--- config.mk ---
export PLATFORM = sky130hd
export DESIGN_NAME = dsrs_core
export DESIGN_NICKNAME = d
export VERILOG_FILES = /design/src/dsrs_timer.v /design/src/dsrs_core.v
export VERILOG_INCLUDE_DIRS = /design/src
export SDC_FILE = /design/constraint.sdc
export NUM_CORES = 1
export LEC_CHECK = 0
export ABC_AREA = 1
export BUFFER_PORTS_ARGS = -buffer_cell sky130_fd_sc_hd__buf_4
export CORE_MARGIN = 4
export CORE_UTILIZATION = 48
export CTS_BUF_LIST = sky130_fd_sc_hd__clkbuf_8
export DETAILED_ROUTE_END_ITERATION = 6
export PLACE_DENSITY_LB_ADDON = 0.08
export SYNTH_ARGS = -nofsm -noshare
export SYNTH_HDL_FRONTEND = slang
export SYNTH_SLANG_ARGS = --single-unit
--- constraint.sdc ---
create_clock -name core_clk_i -period 1.8 [get_ports core_clk_i]
set_input_delay 0.27 -clock core_clk_i [delete_from_list [all_inputs] [get_ports core_clk_i]]
set_output_delay 0.27 -clock core_clk_i [all_outputs]
set_load 0.01 [all_outputs]
--- src/dsrs_defs.vh ---
// constants for the self-refresh scheduling block of a low-power dram
// assumes a 250 MHz core clock and a controller that keeps its own rules
// How it works
// [RULE1] controller may refresh once per average interval; self-refresh then anytime
// [RULE2] controller may burst many all-bank refreshes, then pause until window ends
// [RULE3] pause at most window minus count times four refresh cycle times
// [RULE4] pattern transitions keep required count in every rolling window
// [RULE5] switch to distributed refresh right after a burst, never after pause
// [RULE6] with burst/pause, enter self-refresh after burst, resume with burst
// [RULE7] entry: clock enable low now, high before, cs low, ca 0 0 1
// [RULE8] controller sends no-op after entry, holds clock enable low
// [RULE9] device refreshes by internal timer and gates its internal clock
// [RULE10] in self-refresh every input except clock enable is ignored
// [RULE11] at least one internal all-bank refresh within minimum residency
// [RULE12] controller stays in self-refresh at least the minimum residency
// [RULE13] external clock may stop one cycle after entry, stable before exit
// [RULE14] two stable clocks before clock enable rises for exit
// [RULE15] exit delay counts from first rising edge after clock enable high
// [RULE16] during exit delay only no-ops with clock enable high
// [RULE17] one all-bank refresh after exit before next self-refresh
// [RULE18] self-refresh only with all banks idle
// [RULE19] no refresh in power-down; controller limits power-down time
// [RULE20] four-bit bank mask written by mode register write
// [RULE21] masked banks are skipped during self-refresh
// [RULE22] unmasked banks refresh segments chosen by segment mask bits
// [RULE23] refresh: cs low, ca 0 0 1; ca3 low means per-bank
// [RULE24] at most eight all-bank refreshes per refresh-burst window
// [RULE25] self-refresh time lowers required count by time over interval, rounded up
// [RULE26] controller tracks refreshes and self-refresh time over sliding window
`ifndef DSRS_DEFS_VH
`define DSRS_DEFS_VH
`define DSRS_CLK_PS 4000
`define DSRS_REFI_NS 7800
`define DSRS_REFI_CYC ((`DSRS_REFI_NS * 1000) / `DSRS_CLK_PS)
`define DSRS_CKESR_NS 15
`define DSRS_CKESR_CYC (((`DSRS_CKESR_NS * 1000) + `DSRS_CLK_PS - 1) / `DSRS_CLK_PS)
`define DSRS_XSR_NS 140
`define DSRS_XSR_CYC (((`DSRS_XSR_NS * 1000) + `DSRS_CLK_PS - 1) / `DSRS_CLK_PS)
`define DSRS_RFC_NS 130
`define DSRS_RFC_CYC (((`DSRS_RFC_NS * 1000) + `DSRS_CLK_PS - 1) / `DSRS_CLK_PS)
`define DSRS_CNT_W 16
`define DSRS_BANKS 4
`define DSRS_SEGS 8
`define DSRS_MR_BANK_MASK 8'h10
`define DSRS_MR_SEG_MASK 8'h11
`define DSRS_ST_IDLE 2'h0
`define DSRS_ST_SREF 2'h1
`define DSRS_ST_EXIT 2'h2
`endif

--- src/dsrs_timer.v ---
// down counter with load, used for residency, exit delay and refresh timer
// assumes a single clock and synchronous active-high reset
`timescale 1ns/1ps
`include "dsrs_defs.vh"
module dsrs_timer
(
   input wire core_clk_i,
   input wire rst_i,
   input wire load_i,
   input wire [`DSRS_CNT_W-1:0] value_i,
   input wire run_i,
   output wire zero_o
);
   reg [`DSRS_CNT_W-1:0] cnt_q;
   reg [`DSRS_CNT_W-1:0] cnt_d;
   always @*
   begin
      cnt_d = cnt_q;
      if (load_i)
      begin
         cnt_d = value_i;
      end
      else if (run_i && (cnt_q != {`DSRS_CNT_W{1'b0}}))
      begin
         cnt_d = cnt_q - {{(`DSRS_CNT_W-1){1'b0}}, 1'b1};
      end
   end
   always @(posedge core_clk_i)
   begin
      if (rst_i)
      begin
         cnt_q <= {`DSRS_CNT_W{1'b0}};
      end
      else
      begin
         cnt_q <= cnt_d;
      end
   end
   assign zero_o = (cnt_q == {`DSRS_CNT_W{1'b0}});
endmodule // dsrs_timer

--- src/dsrs_core.v ---
// self-refresh command decode, residency, exit delay and internal refresh
// assumes controller drives cke, cs and ca synchronous to core_clk_i
`timescale 1ns/1ps
`include "dsrs_defs.vh"
module dsrs_core
(
   input wire core_clk_i,
   input wire rst_i,
   input wire cke_i,
   input wire cs_n_i,
   input wire [3:0] ca_i,
   input wire mode_reg_write_cmd_i,
   input wire [7:0] mr_addr_i,
   input wire [7:0] mr_data_i,
   input wire banks_idle_i,
   output reg in_self_refresh_o,
   output reg exit_busy_o,
   output reg int_clk_gate_o,
   output reg allbank_refresh_cmd_o,
   output reg perbank_refresh_o,
   output reg [`DSRS_BANKS-1:0] bank_refresh_o,
   output reg [`DSRS_SEGS-1:0] seg_refresh_o,
   output reg [`DSRS_BANKS-1:0] bank_mask_o,
   output reg entry_error_o,
   output reg pd_active_o
);
   // ***********************************************
   // state and registers
   // ***********************************************
   reg [1:0] state_q;
   reg [1:0] state_d;
   reg cke_prev_q;
   reg [`DSRS_SEGS-1:0] seg_mask_q;
   reg sr_refresh_done_q;
   localparam integer RESID_LD_INT = `DSRS_CKESR_CYC;
   localparam integer FIRST_LD_INT = `DSRS_CKESR_CYC - 1;
   localparam integer EXIT_LD_INT = `DSRS_XSR_CYC;
   localparam integer REFI_LD_INT = `DSRS_REFI_CYC;
   wire [`DSRS_CNT_W-1:0] resid_ld;
   wire [`DSRS_CNT_W-1:0] first_ld;
   wire [`DSRS_CNT_W-1:0] exit_ld;
   wire [`DSRS_CNT_W-1:0] refi_ld;
   wire refresh_cmd;
   wire sref_cmd;
   wire sref_entry;
   wire resid_zero;
   wire exit_zero;
   wire refi_zero;
   wire int_refresh;
   // ***********************************************
   // command decode
   // ***********************************************
   assign refresh_cmd = ~cs_n_i & ~ca_i[0] & ~ca_i[1] & ca_i[2]; // [RULE23]
   assign resid_ld = RESID_LD_INT[`DSRS_CNT_W-1:0];
   assign first_ld = FIRST_LD_INT[`DSRS_CNT_W-1:0];
   assign exit_ld = EXIT_LD_INT[`DSRS_CNT_W-1:0];
   assign refi_ld = REFI_LD_INT[`DSRS_CNT_W-1:0];
   assign sref_cmd = (state_q == `DSRS_ST_IDLE) & cke_prev_q & ~cke_i
      & refresh_cmd; // [RULE7]
   // entry refused while banks are busy [RULE18]
   assign sref_entry = sref_cmd & banks_idle_i;
   // ***********************************************
   // timers
   // ***********************************************
   dsrs_timer u_resid
   (
      .core_clk_i(core_clk_i),
      .rst_i(rst_i),
      .load_i(sref_entry),
      .value_i(resid_ld),
      .run_i(state_q == `DSRS_ST_SREF),
      .zero_o(resid_zero)
   );
   dsrs_timer u_exit
   (
      .core_clk_i(core_clk_i),
      .rst_i(rst_i),
      .load_i((state_q == `DSRS_ST_SREF) & cke_i), // [RULE15]
      .value_i(exit_ld),
      .run_i(state_q == `DSRS_ST_EXIT),
      .zero_o(exit_zero)
   );
   // internal refresh timer: first refresh fires when the DSRS_CKESR_CYC - 1 load counts out after entry [RULE9]
   dsrs_timer u_refi
   (
      .core_clk_i(core_clk_i),
      .rst_i(rst_i),
      .load_i(sref_entry | int_refresh),
      .value_i(sref_entry ? first_ld : refi_ld), // [RULE11]
      .run_i(state_q == `DSRS_ST_SREF),
      .zero_o(refi_zero)
   );
   assign int_refresh = (state_q == `DSRS_ST_SREF) & refi_zero & ~sref_entry;
   // ***********************************************
   // state machine
   // ***********************************************
   always @*
   begin
      state_d = state_q;
      case (state_q)
         `DSRS_ST_IDLE:
         begin
            if (sref_entry)
            begin
               state_d = `DSRS_ST_SREF;
            end
         end
         `DSRS_ST_SREF:
         begin
            if (cke_i) // only cke is observed here [RULE10]
            begin
               state_d = `DSRS_ST_EXIT;
            end
         end
         `DSRS_ST_EXIT:
         begin
            if (exit_zero)
            begin
               state_d = `DSRS_ST_IDLE;
            end
         end
         default:
         begin
            state_d = `DSRS_ST_IDLE;
         end
      endcase
   end
   always @(posedge core_clk_i)
   begin
      if (rst_i)
      begin
         state_q <= `DSRS_ST_IDLE;
         cke_prev_q <= 1'b0;
         seg_mask_q <= {`DSRS_SEGS{1'b0}};
         sr_refresh_done_q <= 1'b0;
         in_self_refresh_o <= 1'b0;
         exit_busy_o <= 1'b0;
         int_clk_gate_o <= 1'b0;
         allbank_refresh_cmd_o <= 1'b0;
         perbank_refresh_o <= 1'b0;
         bank_refresh_o <= {`DSRS_BANKS{1'b0}};
         seg_refresh_o <= {`DSRS_SEGS{1'b0}};
         bank_mask_o <= {`DSRS_BANKS{1'b0}};
         entry_error_o <= 1'b0;
         pd_active_o <= 1'b0;
      end
      else
      begin
         state_q <= state_d;
         cke_prev_q <= cke_i;
         in_self_refresh_o <= (state_d == `DSRS_ST_SREF);
         exit_busy_o <= (state_d == `DSRS_ST_EXIT);
         int_clk_gate_o <= (state_d == `DSRS_ST_SREF); // [RULE9]
         // mask registers written only in idle, not in self-refresh or exit
         if (mode_reg_write_cmd_i && (state_q == `DSRS_ST_IDLE))
         begin
            if (mr_addr_i == `DSRS_MR_BANK_MASK)
            begin
               bank_mask_o <= mr_data_i[`DSRS_BANKS-1:0]; // [RULE20]
            end
            if (mr_addr_i == `DSRS_MR_SEG_MASK)
            begin
               seg_mask_q <= mr_data_i; // [RULE22]
            end
         end
         // external refresh only outside self-refresh and exit
         allbank_refresh_cmd_o <= (state_q == `DSRS_ST_IDLE) & cke_i & cke_prev_q
            & refresh_cmd & ca_i[3]; // [RULE23]
         perbank_refresh_o <= (state_q == `DSRS_ST_IDLE) & cke_i & cke_prev_q
            & refresh_cmd & ~ca_i[3]; // [RULE23]
         entry_error_o <= sref_cmd & ~banks_idle_i; // [RULE18]
         // power-down: cke low without entry, no refresh there
         pd_active_o <= (state_d == `DSRS_ST_IDLE) & ~cke_i & ~sref_entry; // [RULE19]
         if (sref_entry)
         begin
            sr_refresh_done_q <= 1'b0;
         end
         else if (int_refresh)
         begin
            sr_refresh_done_q <= 1'b1; // [RULE11]
         end
         if (int_refresh)
         begin
            bank_refresh_o <= ~bank_mask_o; // [RULE21]
            seg_refresh_o <= ~seg_mask_q; // [RULE22]
         end
         else
         begin
            bank_refresh_o <= {`DSRS_BANKS{1'b0}};
            seg_refresh_o <= {`DSRS_SEGS{1'b0}};
         end
      end
   end
   // residency counted but drives no output; early exit still honoured [RULE12]
   wire unused_resid;
   assign unused_resid = resid_zero & sr_refresh_done_q;
endmodule // dsrs_core

# Yosys cells after proc, flatten, opt, wreduce, memory -nomap -nowiden
# Index checks and enable logic that the tools add are counted.
# totals
mem_bits_ro	0
out_inout_bits	23
latch_bits	0
mem_count	0
in_bits	26
regBits	65
ramBits	0
wordCells	76
# op_classes
mul	0
n_eq_ne	6
add_sub_neg	2
order_cmp	0
muxes	9
n_bitwise	29
n_reduce_logical	15
div	0
shift	0
# op_table
op	n
$logic_not 16->1	2
$mux 16	2
$reduce_bool 16->1	2
$sub 16x1->16 const B	2
$and 1x1->1	18
$eq 8x5->1 const B	2
$mux 6	2
$mux 11	1
$not 1->1	8
$not 8->8	1
$mux 2	3
$pmux 2 s3	1
$eq 2x1->1 const B	2
$eq 2x2->1 const B	2
$logic_not 2->1	2
$not 4->4	1
$reduce_and 2->1	2
$reduce_bool 2->1	2
$reduce_or 2->1	2
$logic_and 1x1->1	3
$or 1x1->1	1

# Logic depth before layout (Yosys ltp)
# logic_depth
ltp_word	11
depth_mapped	11
depth_no_buf	11

# Hierarchy
# From an unflattened synthesis, not the netlist that was laid out.
# hier_totals
hier_cells	587
area_unflattened_um2	3663.5
# by_module_without_submodules
module	seq_area_each_um2	area_each_um2	n_inst	cells_each
dsrs_timer	320.3	1194.9	2	212
dsrs_core	660.6	1273.7	1	163

# Least setup slack after synthesis
# OpenSTA, ideal clock, no wires.
# synth_timing
kind	reg-to-reg
from	reg u_exit.cnt_q[0]
to	reg u_exit.cnt_q[1]
period_less_slack_ns	1.422
path_stages_with_launch	11
required_time_ns	1.683
setup_time_ns	0.117
t_arrival_ns	1.305
path_slack_ns	0.378
n_path_buf	1
path_cell_list	dfxtp_1 -> inv_1 -> ha_1 -> nand2_2 -> nor2_4 -> nand2_2 -> nand2_4 -> inv_4 -> buf_6 -> nor3_2 -> nor2_1
# synth_via
elab_chain_len	3
elab_cells_between_ends	6
classes_between	1 x add/sub; 2 x mux; 3 x reduce/logical
# synth_rtl
element	line	source
start, declared	dsrs_timer.v:14	reg [`DSRS_CNT_W-1:0] cnt_q;
start signal, assigned	dsrs_timer.v:32	cnt_q <= {`DSRS_CNT_W{1'b0}};
start signal, assigned	dsrs_timer.v:36	cnt_q <= cnt_d;
$sub 16x1->16 / $reduce_bool 16->1 (equally long branches)	dsrs_timer.v:25, dsrs_timer.v:23	
$mux 6 / $logic_and 1x1->1 (equally long branches)	dsrs_timer.v:23	else if (run_i && (cnt_q != {`DSRS_CNT_W{1'b0}}))
$mux 6 / $reduce_bool 2->1 (equally long branches)	n/a	
# Several ways; a longest one is shown, not always the timed one. The select of a mux whose other input is x is not followed.
# A chain may end at the register's enable or synchronous reset.

# Worst setup path after layout
# layout_timing
from	reg u_exit.cnt_q[0]
to	reg u_exit.cnt_q[9]
# layout_via
elab_chain_len	2
elab_cells_between_ends	3
classes_between	1 x add/sub; 2 x reduce/logical
# layout_rtl
element
parallel branches: the longest is 2 deep, another holds $sub 16x1->16
# Several ways; the timed one is not identified.

==> impl_metrics.py <==
metrics = {
    "setup_path": {
        "cp-end-kind": "flop",
        "reg2reg_depth": 11,
        "worstSetupStartpoint": "u_exit.cnt_q[0]",
        "crit_fanout": 17,
        "arrival_ns": 1.81,
        "r2r-start": "u_exit.cnt_q[0]",
        "startpoint_type": "flop",
        "cp.required_ns": 2.04,
        "path_class": "flop to flop",
    },
    "die": {
        "start_util_pct": 49.2,
        "core_area_um2": 6310,
        "dieWidth_um": 88.5,
        "fp.dieH_um": 88.5,
        "die_area_um2": 7820,
        "ios": 49,
        "fp-row-count": 29,
    },
    "timing": {
        "drv_slew": 0,
        "relSlewSlack_pct": 66.0,
        "rsz0062_at_grt": "no",
        "timing.final.crit_share_pct": 87.3,
        "final.min_clock_period_ns": 1.57,
        "skew_ns": 0.0141,
        "timing.fmax_mhz": 637,
        "finalSetupTns_ns": 0,
        "setup_ws_ns": 0.229,
        "tightestPinTransition_ns": 0.506,
        "setup_viol": 0,
        "hold_violations": 0,
    },
    "grt": {
        "grt_pass1_wl_um": 11300,
        "antenna_found_initial": 0,
        "grt_pass1_vias": 2641,
        "grt_usage_pct": 18.1,
        "grt_max_degree": 18,
        "grt.overflow.total": 0,
    },
    "routing": {
        "drt_wl_total_um": 6620,
        "dr.pass1.iters": 4,
        "wl_per_cell_um": 11.5,
        "dr_total_vias": 2857,
        "first_iter_violations": 91,
        "drc_errors": 0,
        "avgViaCountPerCell": 4.95,
        "postRouteAntennaNets": 0,
    },
    "clocking": {
        "clock_latency_ns": 0.33,
        "cts_tree": "built",
        "clk_pin_slew_ns": 0.08,
        "cts_buffer_depth": 2,
        "cts_buffers": 9,
        "postCtsSetupBuffers": 0,
        "clock_sinks": 65,
        "cts_max_level": 3,
        "cts_root_buf": "clkbuf_8",
    },
    "logic_synthesis": {
        "synth_edf_count": 0,
        "postSynthAreaPerCell_um2": 7.04,
        "synth_top_area_share_pct": 41.9,
        "yosysUniqueCellTypes": 35,
        "ys_top_cells_by_area": "dfxtp_1 42%, nand2_1 13%, nor2_1 11%",
        "yosysTopAreaCell": "dfxtp_1",
        "synth-seq-area-share_pct": 41.9,
        "netlist_area_um2": 3110,
        "synth.ff_latch_count": 65,
        "netlist_instances": 441,
        "ys.flop_type": "dfxtp_1",
        "async_flop_share_pct": 0,
        "synth_nets": 470,
        "yosys_warnings": 0,
    },
    "pwr": {
        "power_density_nw_per_um2": 788,
        "leakage_nw": 1.80,
        "ir_drop_v": 0.000445,
    },
    "finish": {
        "nets": 524,
        "drive_gt1_share_pct": 21.0,
        "diodes": 0,
        "area_growth_pct": 21.1,
    },
    "job": {
        "maxCapViolCount": 0,
    },
    "hold_path": {
        "hold_class": "primary input to flop",
        "holdPathStages": 2,
        "hp-start": "ca_i[3]",
    },
    "place": {
        "hpwl_um": 4980,
        "pre_cts_slack_ns": 0.203,
        "gp_congestion": 0.881,
        "port_buffers": 48,
    },
    "status": {
        "status": "completed",
    },
}
[flip-flops by register name (all words and copies together) (netlist names)]
name,cells
seg_refresh_o,8
bank_mask_o,4
int_clk_gate_o,1
cke_prev_q,1
perbank_refresh_o,1
seg_mask_q,8
exit_busy_o,1
allbank_refresh_cmd_o,1
entry_error_o,1
bank_refresh_o,4
u_exit.cnt_q,16
pd_active_o,1
state_q,2
u_refi.cnt_q,16
[stage by stage]
stage	total power, mW	hold WS, ns	std cells	util (%)	cell area, µm²
2_1_floorplan	1.54	0.341	441	-	3110
3_3_place_gp	1.61	0.399	561	55.9	3530
3_5_place_dp	1.61	0.408	561	55.9	3530
4_1_cts	3.01	0.0956	577	59.4	3750
5_1_grt	3.08	0.0849	577	59.6	3760
6_report	2.96	0.111	577	59.6	3760
[layer usage]
metal	vias up	part of all wire (%)	global-route usage [%]
li1	1495	-	-
met1	1290	47	23.0
met2	64	45	30.0
met3	8	6.1	4.38
met4	0	1.4	6.18
met5	-	0	0
[report_power, final]
| group | leakage (nW) | switching, mW | internal (mW) | total, mW |
|---|---|---|---|---|
| registers | 0.524 | 0.00246 | 1.44 | 1.44 |
| logic | 1.17 | 0.0654 | 0.0629 | 0.128 |
| clock network | 0.115 | 0.597 | 0.794 | 1.39 |
| total | 1.80 | 0.665 | 2.30 | 2.96 |
[worst paths after layout]
| path | end | slack (ns) |
|---|---|---|
| worst max-delay path | u_exit.cnt_q[9] | 0.23 |
| worst min-delay path | perbank_refresh_o | 0.11 |
| worst max register to register | u_exit.cnt_q[9] | 0.23 |
| worst min register to register | seg_refresh_o[7] | 0.41 |
[kinds of logic after synthesis]
group | count (synthesis) | share of synthesized area (%)
AO/OA/AOI/OAI | 41 | 6.97
XOR/XNOR | 7 | 1.97
adder cells (fa/ha/maj) | 3 | 1.21
buffers and inverters | 55 | 7.93
flip-flops | 65 | 41.9
AND/OR/NAND/NOR | 270 | 40.0
[layout make-up]
type,instances,area (µm²)
multi-input cells,321,1570
inverters,45,175
fillers,652,2550
flip-flops and latches,65,1300
well taps,77,96.3
clock inverters,7,100
clock buffers,9,124
repair buffers,53,398
[Yosys cell counts (2+ instances only)]
library cell / n
nand2_1: 105
ha_1: 3
o21ai_0: 15
a21oi_1: 21
dfxtp_1: 65
nor3_1: 3
nor2_2: 16
nand4_1: 6
xnor2_1: 2
o21bai_1: 2
buf_1: 2
nor2_1: 92
nand3b_1: 7
nor4_1: 3
xor2_1: 5
nand3_1: 23
buf_6: 4
nand2_4: 2
nand2_2: 3
inv_2: 4
o211ai_1: 2
inv_1: 39
nor2_4: 4
buf_2: 2
[cells in the final DEF, fill, tap and decap left out, drive strengths merged, types with 8 or more instances in the layout]
| master | count |
|---|---|
| nor2 | 112 |
| dfxtp | 65 |
| inv | 47 |
| nand3 | 25 |
| nand3b | 8 |
| nand2 | 110 |
| a21oi | 21 |
| buf | 53 |
| clkbuf | 9 |
| o21ai | 15 |
[critical path: stages, from the launching register on]
cell and delay [ns]:
dfxtp_1 0.31, inv_1 0.10, ha_1 0.21, nand2_2 0.11
nor2_4 0.14, nand2_2 0.09, nand2_4 0.20, inv_6 0.11
nand2_1 0.08, nand2_1 0.05, nand2_1 0.05, nor2_1 0.03
[repair_timing]
action / 4_1_cts / 5_1_grt
resized for setup: 0 / 2
hold buffers: 0 / 0
endpoints found under the setup margin: 0 / 4
Power figures use the tool's default switching activity.
